===== src/rtl/aah_pkg.sv =====
/*
  constants, codes and types for the addressing, alert and hold register bank.
  assumes one 25 MHz clock and a byte-wide command stream from a uart.
*/
package aah_pkg;
  // command framing
  localparam logic [7:0] HDR_BYTE  = 8'hff;
  localparam logic [7:0] SIZE_BYTE = 8'h02;
  localparam logic [7:0] ESC_BYTE  = 8'hfe;
  localparam logic [7:0] ACK_BYTE  = 8'h06;

  // register slots: 0..3 user mask byte3..0, 4..7 target serial byte3..0
  localparam int NREG      = 10;
  localparam int IDX_UM3   = 0;
  localparam int IDX_UM2   = 1;
  localparam int IDX_UM1   = 2;
  localparam int IDX_UM0   = 3;
  localparam int IDX_TS3   = 4;
  localparam int IDX_TS2   = 5;
  localparam int IDX_TS1   = 6;
  localparam int IDX_TS0   = 7;
  localparam int IDX_ALERT = 8;
  localparam int IDX_HOLD  = 9;
  localparam logic [NREG-1:0][7:0] VOL_ADDR = {8'h6e, 8'h6c, 8'h6b, 8'h6a, 8'h69,
                                               8'h68, 8'h65, 8'h64, 8'h63, 8'h62};
  localparam logic [NREG-1:0][7:0] NV_ADDR  = {8'h23, 8'h21, 8'h20, 8'h1f, 8'h1e,
                                               8'h1d, 8'h1a, 8'h19, 8'h18, 8'h17};
  localparam logic [NREG-1:0][7:0] NV_RESET = {NREG{8'h00}};
  localparam logic [7:0] FAULT_CODE_ADDR = 8'h7e;
  localparam logic [7:0] UNMAPPED_VAL    = 8'h00;

  // receive hold settings
  localparam logic [7:0] HOLD_ON = 8'h01;

  // fault codes, group bit is 0x08, 0x10, 0x20 or 0x40
  localparam int NFAULT = 8;
  localparam int EV_HOST_OVF  = 0;
  localparam int EV_RADIO_OVF = 1;
  localparam int EV_WR_FAIL   = 2;
  localparam int EV_NO_ACK    = 3;
  localparam int EV_BAD_SUM   = 4;
  localparam int EV_BAD_HDR   = 5;
  localparam int EV_BAD_SEQ   = 6;
  localparam int EV_BAD_KIND  = 7;
  localparam logic [NFAULT-1:0][7:0] FAULT_CODES = {8'h43, 8'h42, 8'h41, 8'h40,
                                                    8'h20, 8'h10, 8'h09, 8'h08};

  // radio buffer
  localparam int RXBUF_AW    = 6;
  localparam int RXBUF_DEPTH = 64;

  typedef enum logic [2:0] {PS_IDLE, PS_SIZE, PS_THIRD, PS_RADDR, PS_WVAL} aah_parse_e;
  typedef enum logic [1:0] {RS_NONE, RS_ACK, RS_ADDR, RS_VAL} aah_rsp_e;
endpackage


===== src/rtl/aah_sync2.sv =====
/*
  two flip-flop synchroniser for one level from a pin.
  assumes the level may change at any time relative to clock.
*/
`timescale 1ns/10ps
module aah_sync2
  import aah_pkg::*;
#(
  parameter logic RST_VAL = 1'b1
)
(
  // clock and reset
  input  wire logic clock,
  input  wire logic rst_n,
  // level
  input  wire logic din,
  output wire logic dout
);
  typedef struct packed {
    logic meta;
    logic stable;
  } aah_sync_s;

  aah_sync_s s_ff;
  aah_sync_s nxt_s;

  always_comb
  begin
    nxt_s.meta   = din;
    nxt_s.stable = s_ff.meta;
  end

  always_ff @(posedge clock or negedge rst_n)
  begin
    if (!rst_n)
      s_ff <= {RST_VAL, RST_VAL};
    else
      s_ff <= nxt_s;
  end

  assign dout = s_ff.stable;
endmodule


===== src/rtl/aah_byte_ram.sv =====
/*
  small byte memory with one write port and a registered read port.
  assumes the caller never reads and writes one slot in the same cycle.
*/
`timescale 1ns/10ps
module aah_byte_ram
  import aah_pkg::*;
(
  // clock and reset
  input  wire logic                clock,
  input  wire logic                rst_n,
  // write side
  input  wire logic                wr_en,
  input  wire logic [RXBUF_AW-1:0] wr_addr,
  input  wire logic [7:0]          wr_data,
  // read side, data one cycle after rd_en
  input  wire logic                rd_en,
  input  wire logic [RXBUF_AW-1:0] rd_addr,
  output wire logic [7:0]          rd_data
);
  typedef struct packed {
    logic [RXBUF_DEPTH-1:0][7:0] mem;
    logic [7:0]                  rd;
  } aah_ram_s;

  aah_ram_s s_ff;
  aah_ram_s nxt_s;

  always_comb
  begin
    nxt_s = s_ff;
    if (wr_en)
      nxt_s.mem[wr_addr] = wr_data;
    if (rd_en)
      nxt_s.rd = s_ff.mem[rd_addr];
  end

  always_ff @(posedge clock or negedge rst_n)
  begin
    if (!rst_n)
      s_ff <= '0;
    else
      s_ff <= nxt_s;
  end

  assign rd_data = s_ff.rd;
endmodule


===== src/rtl/aah_regbank.sv =====
/*
  register bank for user id mask, target serial number, alert mask and
  receive hold, with the framed command parser, fault recording and the
  radio receive buffer that feeds the serial output.
  assumes a uart on the same clock delivers and takes command bytes, and
  that host_cmd_n is a raw pin.
*/
// Operation
// four user id mask bytes, volatile 0x62-0x65, stored 0x17-0x1a
// extended mask uses all four bytes; short mask uses bytes one and zero
// every mask and serial byte is read and written on its own
// four target serial bytes, volatile 0x68-0x6b, stored 0x1d-0x20
// target serial: most significant byte at lowest address
// on a fault, and its code with the alert mask
// nonzero masked code drives the host alert line high
// reading the fault code register clears it and drops the alert line
// zero masked code leaves alert low but still records the code
// mask 0x08 covers buffer overflows, 0x10 register write failure
// mask 0x20 missing radio ack, 0x40 the four receive errors
// mask 0xff lets every fault alert; bits combine as a union
// read: ff 02 fe addr, answered by 06, addr, value
// write: ff 02 addr value, with no escape byte
// hold at 0x01 buffers radio bytes while host command line is low
// command line high again releases all buffered radio bytes
// hold at 0x00 sends radio bytes at once with response flag high
// packet receive option set overrides the hold setting
// alert mask at 0x6c/0x21, receive hold at 0x6e/0x23
// after reset the volatile copies load from the stored copies; reset clears the stored copies first, so the load brings NV_RESET
`timescale 1ns/10ps
module aah_regbank
  import aah_pkg::*;
(
  // clock and reset
  input  wire logic        clock,
  input  wire logic        rst_n,
  // command bytes from the uart
  input  wire logic [7:0]  cmd_byte,
  input  wire logic        cmd_valid,
  output wire logic        cmd_ready,
  // bytes to the uart
  output wire logic [7:0]  out_byte,
  output wire logic        out_valid,
  input  wire logic        out_ready,
  output wire logic        response_flag_line,
  // radio receive bytes
  input  wire logic [7:0]  rx_byte,
  input  wire logic        rx_valid,
  // pins and neighbouring control
  input  wire logic        host_cmd_n,
  input  wire logic        packet_receive_option,
  output wire logic        host_alert_line,
  // fault events, one-cycle pulses
  input  wire logic        host_buffer_overflow,
  input  wire logic        missing_radio_ack,
  input  wire logic        bad_checksum,
  input  wire logic        bad_frame_header,
  input  wire logic        bad_sequence_number,
  input  wire logic        bad_frame_kind,
  // active configuration
  output wire logic [31:0] user_id_filter_mask,
  output wire logic [15:0] user_id_short_mask,
  output wire logic [31:0] target_serial_number
);
  typedef struct packed {
    logic                       loading;
    aah_parse_e                 pst;
    aah_rsp_e                   rsp;
    logic [7:0]                 addr;
    logic [NREG-1:0][7:0]       vol;
    logic [NREG-1:0][7:0]       nv;
    logic [7:0]                 fault_code;
    logic                       alert;
    logic [RXBUF_AW-1:0]        wptr;
    logic [RXBUF_AW-1:0]        rptr;
    logic [RXBUF_AW:0]          count;
    logic                       rd_pend;
    logic [7:0]                 out_byte;
    logic                       out_valid;
    logic                       out_flag;
  } aah_bank_s;

  aah_bank_s           s_ff;
  aah_bank_s           nxt_s;
  logic                cmd_line_n_s;
  logic [7:0]          ram_rdata;
  logic                ram_we;
  logic                ram_re;
  logic                cmd_fire;
  logic                rx_fire;
  logic                rx_full;
  logic                hold_active;
  logic                slot_free;
  logic                vhit;
  logic                nhit;
  logic                fhit;
  logic [3:0]          vidx;
  logic [3:0]          nidx;
  logic [7:0]          rd_val;
  logic                wr_fail;
  logic [NFAULT-1:0]   ev;
  logic                ev_any;
  logic [7:0]          ev_code;
  logic                pop;

  // raw pin, two stages before any use; idles high
  aah_sync2 #(
    .RST_VAL (1'b1)
  ) u_cmd_sync (
    .clock (clock),
    .rst_n (rst_n),
    .din   (host_cmd_n),
    .dout  (cmd_line_n_s)
  );

  aah_byte_ram u_rxbuf (
    .clock   (clock),
    .rst_n   (rst_n),
    .wr_en   (ram_we),
    .wr_addr (s_ff.wptr),
    .wr_data (rx_byte),
    .rd_en   (ram_re),
    .rd_addr (s_ff.rptr),
    .rd_data (ram_rdata)
  );

  // commands are refused while an answer is pending or the load runs
  assign cmd_ready = (s_ff.rsp == RS_NONE) && !s_ff.loading;
  assign cmd_fire  = cmd_valid && cmd_ready;
  assign rx_full   = (s_ff.count == (RXBUF_AW+1)'(RXBUF_DEPTH));
  // radio traffic cannot be stalled, so a full buffer drops the byte
  assign rx_fire   = rx_valid && !rx_full;
  assign ram_we    = rx_fire;
  assign slot_free = !s_ff.out_valid || out_ready;
  assign hold_active = (s_ff.vol[IDX_HOLD] == HOLD_ON)
                       && !packet_receive_option
                       && !cmd_line_n_s;

  // address decode of the latched address
  always_comb
  begin
    vhit = 1'b0;
    nhit = 1'b0;
    vidx = '0;
    nidx = '0;
    for (int i = 0; i < NREG; i++)
    begin
      if (s_ff.addr == VOL_ADDR[i])
      begin
        vhit = 1'b1;
        vidx = 4'(i);
      end
      if (s_ff.addr == NV_ADDR[i])
      begin
        nhit = 1'b1;
        nidx = 4'(i);
      end
    end
    fhit = (s_ff.addr == FAULT_CODE_ADDR);
    if (vhit)
      rd_val = s_ff.vol[vidx];
    else if (nhit)
      rd_val = s_ff.nv[nidx];
    else if (fhit)
      rd_val = s_ff.fault_code;
    else
      rd_val = UNMAPPED_VAL;
  end

  // fault sources; lowest index wins when several coincide
  always_comb
  begin
    ev = '0;
    ev[EV_HOST_OVF]  = host_buffer_overflow;
    ev[EV_RADIO_OVF] = rx_valid && rx_full;
    ev[EV_WR_FAIL]   = wr_fail;
    ev[EV_NO_ACK]    = missing_radio_ack;
    ev[EV_BAD_SUM]   = bad_checksum;
    ev[EV_BAD_HDR]   = bad_frame_header;
    ev[EV_BAD_SEQ]   = bad_sequence_number;
    ev[EV_BAD_KIND]  = bad_frame_kind;
    ev_any  = |ev;
    ev_code = '0;
    for (int i = NFAULT - 1; i >= 0; i--)
    begin
      if (ev[i])
        ev_code = FAULT_CODES[i];
    end
  end

  always_comb
  begin
    nxt_s   = s_ff;
    wr_fail = 1'b0;
    ram_re  = 1'b0;
    pop     = 1'b0;

    if (s_ff.loading)
    begin
      nxt_s.vol     = s_ff.nv;
      nxt_s.loading = 1'b0;
    end

    // command parser
    if (cmd_fire)
    begin
      case (s_ff.pst)
        PS_IDLE:
        begin
          if (cmd_byte == HDR_BYTE)
            nxt_s.pst = PS_SIZE;
        end
        PS_SIZE:
        begin
          if (cmd_byte == SIZE_BYTE)
            nxt_s.pst = PS_THIRD;
          else if (cmd_byte != HDR_BYTE)
            nxt_s.pst = PS_IDLE;
        end
        PS_THIRD:
        begin
          if (cmd_byte == ESC_BYTE)
            nxt_s.pst = PS_RADDR;
          else
          begin
            nxt_s.addr = cmd_byte;
            nxt_s.pst  = PS_WVAL;
          end
        end
        PS_RADDR:
        begin
          nxt_s.addr = cmd_byte;
          nxt_s.rsp  = RS_ACK;
          nxt_s.pst  = PS_IDLE;
        end
        PS_WVAL:
        begin
          // stored copies never become active: reset clears them before the load
          if (vhit)
            nxt_s.vol[vidx] = cmd_byte;
          else if (nhit)
            nxt_s.nv[nidx] = cmd_byte;
          else
            wr_fail = 1'b1;
          nxt_s.pst = PS_IDLE;
        end
        default:
          nxt_s.pst = PS_IDLE;
      endcase
    end

    // output slot
    if (slot_free)
      nxt_s.out_valid = 1'b0;
    if (s_ff.rd_pend)
    begin
      nxt_s.out_byte  = ram_rdata;
      nxt_s.out_flag  = 1'b1;
      nxt_s.out_valid = 1'b1;
      nxt_s.rd_pend   = 1'b0;
    end
    else if (slot_free && s_ff.rsp != RS_NONE)
    begin
      nxt_s.out_valid = 1'b1;
      nxt_s.out_flag  = 1'b0;
      case (s_ff.rsp)
        RS_ACK:
        begin
          nxt_s.out_byte = ACK_BYTE;
          nxt_s.rsp      = RS_ADDR;
        end
        RS_ADDR:
        begin
          nxt_s.out_byte = s_ff.addr;
          nxt_s.rsp      = RS_VAL;
        end
        RS_VAL:
        begin
          nxt_s.out_byte = rd_val;
          nxt_s.rsp      = RS_NONE;
          if (fhit)
          begin
            nxt_s.fault_code = '0;
            nxt_s.alert      = 1'b0;
          end
        end
        default:
          nxt_s.rsp = RS_NONE;
      endcase
    end
    else if (slot_free && s_ff.count != '0 && !hold_active)
    begin
      // held bytes drain once the line rises
      ram_re        = 1'b1;
      pop           = 1'b1;
      nxt_s.rptr    = s_ff.rptr + 1'b1;
      nxt_s.rd_pend = 1'b1;
    end

    // radio buffer occupancy
    if (rx_fire)
      nxt_s.wptr = s_ff.wptr + 1'b1;
    nxt_s.count = s_ff.count + (RXBUF_AW+1)'(rx_fire) - (RXBUF_AW+1)'(pop);

    // recording after the clear so a new fault wins
    if (ev_any)
    begin
      nxt_s.fault_code = ev_code;
      if ((ev_code & s_ff.vol[IDX_ALERT]) != 8'h00)
        nxt_s.alert = 1'b1;
    end
  end

  always_ff @(posedge clock or negedge rst_n)
  begin
    if (!rst_n)
    begin
      s_ff         <= '0;
      s_ff.loading <= 1'b1;
      s_ff.pst     <= PS_IDLE;
      s_ff.rsp     <= RS_NONE;
      s_ff.nv      <= NV_RESET;
    end
    else
      s_ff <= nxt_s;
  end

  assign out_byte           = s_ff.out_byte;
  assign out_valid          = s_ff.out_valid;
  assign response_flag_line = s_ff.out_flag;
  assign host_alert_line    = s_ff.alert;
  assign user_id_filter_mask  = {s_ff.vol[IDX_UM3], s_ff.vol[IDX_UM2],
                                 s_ff.vol[IDX_UM1], s_ff.vol[IDX_UM0]};
  assign user_id_short_mask   = {s_ff.vol[IDX_UM1], s_ff.vol[IDX_UM0]};
  assign target_serial_number = {s_ff.vol[IDX_TS3], s_ff.vol[IDX_TS2],
                                 s_ff.vol[IDX_TS1], s_ff.vol[IDX_TS0]};
endmodule


===== config.mk =====
export PLATFORM = sky130hd
export DESIGN_NAME = aah_regbank
export DESIGN_NICKNAME = d
export VERILOG_FILES = /design/src/rtl/aah_pkg.sv /design/src/rtl/aah_sync2.sv /design/src/rtl/aah_byte_ram.sv /design/src/rtl/aah_regbank.sv
export SDC_FILE = /design/constraint.sdc
export NUM_CORES = 1
export LEC_CHECK = 0
export BUFFER_PORTS_ARGS = -buffer_cell sky130_fd_sc_hd__buf_4
export CAP_MARGIN = 25
export CELL_PAD_IN_SITES_DETAIL_PLACEMENT = 0
export CELL_PAD_IN_SITES_GLOBAL_PLACEMENT = 1
export CORE_AREA = 2 2 280 282
export CTS_CLUSTER_DIAMETER = 150
export DETAILED_ROUTE_END_ITERATION = 8
export DIE_AREA = 0 0 282 284
export PLACE_DENSITY = 0.81
export RECOVER_POWER = 25
export SLEW_MARGIN = 15
export SYNTH_ARGS = -nofsm -noshare
export SYNTH_HDL_FRONTEND = slang
export SYNTH_HIERARCHICAL = 1
export SYNTH_SLANG_ARGS = --single-unit

===== constraint.sdc =====
create_clock -name clock -period 3 [get_ports clock]
set_clock_uncertainty 0.1 [all_clocks]
set_input_delay 0.3 -clock clock [delete_from_list [all_inputs] [get_ports clock]]
set_output_delay 0.3 -clock clock [all_outputs]
set_load 0.1 [all_outputs]

* Yosys cells after proc, flatten, opt, wreduce, memory -nomap -nowiden
Cells that the tools add are included.
Storage, ports and cells: RAM bits 0, memories kept 0, latch bits 0, bits in registers 735, input port bits 29, ROM bits 0, word-level logic and storage cells 289
Operators by class: $lt $le $gt $ge 7, shifts and indexed selects 0, divide/modulo/power cells 0, multiplexer cells 98, equal/unequal tests 38, add/subtract/negate cells 4, multiply operators 0, bitwise gates (word level) 4, reductions and logical operators 38
Operators with widths (number):
- bitwise mux 512 bit | 1
- two-way mux 80 bit | 4
- two-way mux 170 bit | 1
- bitwise mux 80 bit | 2
- two-way mux 160 bit | 1
- two-way mux 8 bit | 17
- equality test 8 x 7 -> 1 bit (second input constant) | 11
- binary-select mux 8 bit (select 4 bit) | 2
- demux 8 bit (select 4 bit) | 2
- two-way mux 4 bit | 16
- equality test 8 x 5 -> 1 bit (second input constant) | 7
- binary-select mux 8 bit (select 6 bit) | 1
- demux 8 bit (select 6 bit) | 1
- two-way mux 9 bit | 5
- two-way mux 1 bit | 31
- equality test 8 x 6 -> 1 bit (second input constant) | 3
- one-hot mux 8 bit (3 select lines) | 1
- equality test 8 bit (second input constant) | 2
- one-hot mux 8 bit (2 select lines) | 1
- < comparator 6 x 7 -> 1 bit (second input constant) | 2
- adder 6 x 1 -> 6 bit (second input constant) | 2
- logical AND 1 bit | 12
- two-way mux 3 bit | 4
- nonzero test 2 bit | 6
- 37 further kinds | 54

* Depth between registers and ports, before layout
Gate-level depths: netlist (run 1).
depth after elaboration 22, depth in mapped cells 18, mapped depth without buffers 18

* By module
Netlist (run 1), hierarchy kept.
By module, submodules not included:
- aah_byte_ram | sequential area each 13012.5 sq um, area an instance 23886.7 sq um, cells an instance 1525, instances 1
- aah_regbank | sequential area each 5281.3 sq um, area an instance 12062.8 sq um, cells an instance 1173, instances 1
- aah_sync2 | sequential area each 52.6 sq um, area an instance 52.6 sq um, cells an instance 2, instances 1

* Least setup slack after synthesis (run 1)
No wires, ideal clock.
path kind register -> register, start point reg s_ff, in the netlist out_valid, end point reg s_ff[17] (netlist name), setup slack -0.561 ns, cell stages (with the launch flop) 17, setup time 0.125 ns, clock period less this slack 3.561 ns, path buffers 0, arrival time 3.335 ns, cell sequence dfrtp_1 -> nor2b_1 -> nor2_1 -> nand2_1 -> nor3_1 -> ha_1 -> inv_1 -> ha_1 -> inv_1 -> fa_1 -> inv_1 -> a21oi_1 -> nor2_1 -> o21ai_0 -> a21oi_1 -> nor2_1 -> xnor2_1
RTL lines:
- from (decl) | RTL line aah_regbank.sv:82 | aah_bank_s s_ff;
- from (signal assigned) | RTL line aah_regbank.sv:324 | s_ff <= nxt_s;

==> results of run 1 <==
[cells in the mapped netlist (5+ instances only)]
| cell | number |
|---|---|
| nand4_1 | 11 |
| mux2_4 | 16 |
| inv_1 | 26 |
| xnor2_1 | 11 |
| o22ai_1 | 19 |
| o221ai_1 | 33 |
| xor2_1 | 6 |
| nor2_1 | 84 |
| nor3b_1 | 5 |
| a211oi_1 | 5 |
| nor3_1 | 15 |
| o211ai_1 | 6 |
| a221oi_1 | 19 |
| a21oi_1 | 46 |
| mux2i_1 | 123 |
| a221o_1 | 7 |
| nand2b_1 | 10 |
| clkbuf_1 | 127 |
| mux2_1 | 10 |
| a31oi_1 | 12 |
| ha_1 | 15 |
| dfrtp_1 | 730 |
| or3_1 | 6 |
| buf_1 | 13 |
| nand3b_1 | 7 |
| nor2_2 | 27 |
| and2_1 | 7 |
| nor2b_1 | 13 |
| mux2_2 | 611 |
| buf_4 | 103 |
| mux4_2 | 120 |
| nor4_1 | 7 |
| nand3_1 | 22 |
| a21o_1 | 7 |
| o22a_1 | 10 |
| buf_6 | 11 |
| nor2_4 | 8 |
| nand2_1 | 144 |
| o31ai_1 | 6 |
| a22oi_1 | 19 |
| o21ai_0 | 90 |
| buf_2 | 35 |
[critical path, cell delays in order, from the launching register on]
cell and delay (ps):
dfrtp_1 370, or4b_4 550, nor4_4 330, nor3_4 60, ha_1 270, inv_1 60, ha_2 180, inv_2 40
fa_2 340, inv_2 60, a21oi_2 50, nor2_2 140, o21ai_1 90, a21oi_1 140, nor2_1 70, xnor2_1 120
[layout make-up]
type,instances,area (sq um)
inverters,26,97.59
multi-input cells,1652,16050
fillers,6371,35970
well taps,1040,1301
clock inverters,34,416.7
flip-flops and latches,733,18360
clock buffers,114,2301
repair buffers,287,2452
[power breakdown]
part           total [uW]  leakage (uW)  switching [uW]  internal (uW)
clock               10100       0.00134            4160           5920
combinational       10100       0.00775            4920           5140
sequential          13900       0.00987            1620          12300
[cells by family after synthesis]
logic type      Yosys count
buf+inv                 315
fa+ha+maj                16
mux                     880
xor+xnor                 17
compound gates          326
simple gates            412
flops                   733
other cells               1
[placed cells by master, fill, tap and decap left out, types with 45 or more instances in the layout]
cell,count
mux4_2,120
mux2i_1,123
buf_4,244
o21ai_0,89
mux2_2,611
nor2_1,83
a21oi_1,45
dfrtp_1,726
clkbuf_16,81
nand2_1,134
[repair_timing]
action,in CTS,in global routing
endpoints found under the setup margin,1,132
gates cloned,0,0
hold endpoints to repair,638,0
hold buffers,15,0
pin swaps,11,11
setup buffers,1,2
resized for setup,5,20
[state kept, by name (all words and copies together) (netlist names)]
signal / flops
u_rxbuf/rd_data: 8
host_alert_line: 1
u_cmd_sync/dout: 1
u_rxbuf/s_ff: 512
out_valid: 1
user_id_filter_mask: 32
s_ff: 136
response_flag_line: 1
out_byte: 8
u_cmd_sync/nxt_s: 1
target_serial_number: 32
[path summary, 6_finish.rpt]
kind                       slack [ps]  depth (start not counted)                            to                          start
min in group asynchronous         620                          2  u_rxbuf/s_ff[27]$_DFFE_PN0P_                          rst_n
hold reg to reg                   260                          0     u_cmd_sync/dout$_DFF_PN1_  u_cmd_sync/nxt_s[0]$_DFF_PN1_
setup reg to reg                  -80                         15            s_ff[17]$_DFF_PN0_            s_ff[194]$_DFF_PN0_
hold / removal                     60                          4          s_ff[31]$_DFFE_PN0P_                   bad_checksum
setup / recovery                  -80                         15            s_ff[17]$_DFF_PN0_            s_ff[194]$_DFF_PN0_
max in group asynchronous         270                          3          s_ff[75]$_DFFE_PN0P_                          rst_n
[per-stage QoR]
step	cells	hold WS (ps)	total power (uW)
6_report	3886	55.53	34060
2_1_floorplan	2700	-95.59	20990
3_3_place_gp	3719	85.53	23540
5_1_grt	3886	64.34	35690
3_5_place_dp	3719	87.55	24050
4_1_cts	3883	18.94	34230
[routing by layer]
layer	vias up	track usage
li1	10010	-
met2	656	0.3881
met4	0	0.08630
met5	-	0
met3	169	0.03244
met1	12040	0.3227
==> summary.txt, run 1 <==
GPL Wtd Cong: 0.9971
Detailed Place HPWL: 64.92 mm
Worst slew pin tran: 1850 ps
CTS tree: done
Port Buffers: 120
Met3 routed WL: 4.325 mm
Initial Utilization: 0.4678
Top post-synthesis cells by area: dfrtp_1, mux2_2, mux4_2
Routed len/inst: 24.30 um
Critical path peak fanout: 2
Endpoint class of the critical path: flip-flop
CTS root buf: clkbuf_16
Total wire length after detailed routing: 94.42 mm
Vias: 22.88k
Final worst path period share: 1.028
I/O pin cnt: 121
Max-Slew Margin vs Limit: -0.2335
Fmax achieved: 0.3242 GHz
Largest family of logic cells by synthesized area: multiplexers
Final worst setup slack: -84.18 ps
TritonCTS Buffers: 80
Met1 Wirelength: 40.55 mm
Worst Path Required: 3420 ps
Cell Area, Placed: 38060 sq um
Area grow syn2layout: 13.84%
Synth Net Count: 2745
Gate Count Post-Synth: 2700
Mux cell area share after synthesis: 0.3102
Startpoint Class: flip-flop
Setup CP Type: reg2reg
Post-synthesis adder-cell area fraction: 0.005769
Fin. max-slew vios: 26
Final hold violations: 0
Largest net degree at the start of global routing: 129
Synth async-reset ratio: 1.000
Final #Nets: 2825
HP Class: in2reg
Final setup viols: 1
Arr. time, crit path: 3500 ps
PD cells: 831.0 nW/um^2
DR top layer: met4
Worst skew pair latency: 640 ps
Area fraction in compound gates after synthesis: 0.06242
GRT Residual Overflow: 0
Post-Route Utilization: 0.5326
Share of cells above drive strength 1: 0.4371
EDFF count, synth: 0
Row Count: 102
Via-to-Cell Ratio: 5.887
Leakage: 0.01897 uW
Sequential area share after synthesis: 0.5096
Die H: 284 um
Mapped cell area: 36000 sq um
XOR/XNOR Fraction of Synth Area: 0.004136
Top FF cell, synth: dfrtp_1
Max cap viols: 1
Status: finished, violations left
Initial antenna violation count: 0
Final min period: 3084 ps
Diode count: 0
First-pass GRT wire length: 146.7 mm
Share of the synthesized area in the top cell type: 0.5074
Final instance area: 40990 sq um
Num Clock Sinks: 733
Initial DRC count: 1832
Setup slack at placement: -90.08 ps
RSZ-0062 raised after global routing: yes
Seq cells post-synth: 733
Syn avg cell area: 13.33 sq um
Simple-gate area share of the yosys netlist: 0.06071
Ys Warns: 6
Met2 WL post-DR: 46.19 mm
Die X: 282 um
Leading area contributor after synthesis: dfrtp_1
# H-tree levels: 3
Failing checks: capacitance limit, slew limit, setup timing
Clock Tree Buf Depth: 3
Die ar.: 80090 sq um
Core Box Area: 76960 sq um
Antenna viol nets, final: 0
Post-synth cell types: 96
Clock-pin transition on the worst setup and hold timing paths: 60 ps
GRT Total Usage: 0.2372
Max VDD drop: 566.7 uV
DRT Pass-1 Iters: 6
Setup tns final: -84.18 ps
DRC viols: 0
Vias in the first global route: 23.98k
(Power assumes the default switching activity.)
==> run 2: changes to the inputs <==
--- a/config.mk
+++ b/config.mk
@@ -7,13 +7,11 @@
 export LEC_CHECK = 0
 export BUFFER_PORTS_ARGS = -buffer_cell sky130_fd_sc_hd__buf_4
 export CAP_MARGIN = 25
-export CELL_PAD_IN_SITES_DETAIL_PLACEMENT = 0
-export CELL_PAD_IN_SITES_GLOBAL_PLACEMENT = 1
-export CORE_AREA = 2 2 280 282
+export CORE_AREA = 2 2 259 261
 export CTS_CLUSTER_DIAMETER = 150
 export DETAILED_ROUTE_END_ITERATION = 8
-export DIE_AREA = 0 0 282 284
-export PLACE_DENSITY = 0.81
+export DIE_AREA = 0 0 261 263
+export PLACE_DENSITY = 0.79
 export RECOVER_POWER = 25
 export SLEW_MARGIN = 15
 export SYNTH_ARGS = -nofsm -noshare
==> constraint.sdc (replaced) <==
create_clock -name clock -period 3 [get_ports clock]
set_clock_uncertainty 0.1 [all_clocks]
set_input_delay 0.3 -clock clock [delete_from_list [all_inputs] [get_ports clock]]
set_output_delay 0.3 -clock clock [all_outputs]
set_load 0.005 [all_outputs]
==> summary.txt, run 2 (synthesized netlist as in run 1, its figures left out) <==
R2R setup slack: -60 ps
Initial DRC count: 2175
Antenna viol nets, final: 0
GR Layer Usage met3: 0.03640
Most flops, register: u_rxbuf/s_ff
DRT Pass-1 Iters: 7
Reg-to-Reg Start: s_ff[192]$_DFF_PN0_
RSZ-0062 raised after global routing: yes
Initial Utilization: 0.5486
Num Clock Sinks: 733
Top Family by Delay on Critical Path: simple AND/OR/NAND/NOR gates
Buf+Inv Stages, Crit Path: 3
Critical Path Source: s_ff[192]$_DFF_PN0_
Die ar.: 68640 sq um
Worst Path Required: 3410 ps
Met2 Resource Use GR: 0.4699
Failing checks: capacitance limit, slew limit, setup timing
Final worst setup slack: -59.23 ps
Max VDD drop: 604.9 uV
Critical path peak fanout: 2
Initial antenna violation count: 2
TritonCTS Buffers: 78
Row Count: 94
Final min period: 3059 ps
Max cap viols: 1
Final #Nets: 2828
Setup CP Type: reg2reg
Routed len/inst: 25.92 um
Die X: 261 um
Hold EP: s_ff[191]$_DFF_PN0_
Most common cell after layout, fill and taps aside: dfrtp_1
Via-to-Cell Ratio: 6.366
Endpoint class of the critical path: flip-flop
DRC viols: 0
Layout fillers: 4868
Vias: 23.63k
First-pass GRT wire length: 148.1 mm
Power Total: 33470 uW
Max-Slew Margin vs Limit: -0.1315
Final hold slack: 35.18 ps
Area grow syn2layout: 12.84%
Met1 Use GR: 0.3673
PD cells: 824.0 nW/um^2
Max incr delay on CP: 550 ps
Fmax achieved: 0.3269 GHz
Worst skew pair latency: 620 ps
Leakage: 0.01891 uW
Share of cells above drive strength 1: 0.4383
Reg2reg path depth: 15
I/O pin cnt: 121
Worst slew pin tran: 1697 ps
Final hold violations: 0
HP Class: in2reg
GRT Total Usage: 0.2802
Detailed Place HPWL: 65.61 mm
Clock-pin transition on the worst setup and hold timing paths: 60 ps
Largest net degree at the start of global routing: 88
Final setup viols: 1
Hold path start: cmd_byte[0]
CTS root buf: clkbuf_16
Status: finished, violations left
# H-tree levels: 3
Cell Area, Placed: 37810 sq um
Final worst path period share: 1.020
Post-Route Utilization: 0.6190
Die H: 263 um
Final instance area: 40630 sq um
Worst path slowest cell: or4b_4
Largest registers: u_rxbuf/s_ff (512), s_ff (136)
Arr. time, crit path: 3460 ps
Number of flip-flops in the largest register: 512
Vias in the first global route: 24.72k
Crit-path cells: or4b_4 > nor4_4 > nor3_2 > ha_1 > inv_2 > ha_4 > inv_2 > fa_2 > inv_2 > a21oi_2 > nor2_1 > o21ai_1 > a21oi_1 > nor2_1 > xnor2_1
GRT Residual Overflow: 0
Core Box Area: 65630 sq um
Cells on Worst Hold Path: 3
Startpoint Class: flip-flop
GPL Wtd Cong: 0.9993
Most common cell on crit path: inv_2
Clock Tree Buf Depth: 3
Reg2reg end: s_ff[17]$_DFF_PN0_
Fin. max-slew vios: 61
Total wire length after detailed routing: 96.23 mm
Most frequent cells in the layout: dfrtp_1, mux2_2, buf_4
Port Buffers: 120
CTS tree: done
Gr busiest metal: met2
[run 2: repair_timing]
item,in CTS,in global routing
endpoints found under the setup margin,20,161
hold endpoints to repair,110,0
gates resized for setup,5,23
pin swaps,2,11
setup buffers,1,5
hold buffers,13,0
[run 2: worst max-delay path by stage]
stage	end	slack [ps]	depth (start not counted)
finish	s_ff[17]$_DFF_PN0_	-60	15
global route	s_ff[17]$_DFF_PN0_	-190	15
CTS	s_ff[17]$_DFF_PN0_	-10	15
detailed placement	s_ff[17]$_DFF_PN0_	-90	15
global placement	s_ff[17]$_DFF_PN0_	-140	15
floorplan	s_ff[17]$_DFF_PN0_	3	15
[run 2: worst min-delay path, stage by stage]
cell     delay (ps)
buf_4           240
nand2_1         100
o21ai_0          70
[run 2: per-layer routing]
metal  vias up  share of wire
li1      10030              -
met1     12450           0.40
met2       907           0.50
met3       244          0.056
met4         0          0.047
met5         -              0
[run 2: power by group]
part	switching (uW)	internal, uW	total, uW	leakage (uW)
clock network	3990	5780	9770	0.00129
registers	1640	12300	13900	0.00987
logic	4650	5110	9760	0.00774
total	10300	23200	33500	0.0189
[run 2: area by class of cell]
cell class / instances / area, sq um / area share
sequential: 733 / 18360 / 0.4520
multi-input combinational: 1652 / 16060 / 0.3954
timing repair buffer: 292 / 2394 / 0.05892
clock buffer: 116 / 2349 / 0.05781
tap: 864 / 1081 / 0.02661
clock inverter: 26 / 271.5 / 0.006683
inverter: 26 / 97.59 / 0.002402
antenna: 3 / 7.507 / 0.0001848
[run 2: through the flow]
step                      setup TNS (ps)  instances  setup slack [ps]
after CTS                         -14.68       3704            -14.68
after floorplan                        0       2700             3.286
final                             -59.23       3712            -59.23
after global routing               -7547       3710            -193.2
after detailed placement          -227.6       3548            -90.84
after global placement            -140.9       3548            -140.9
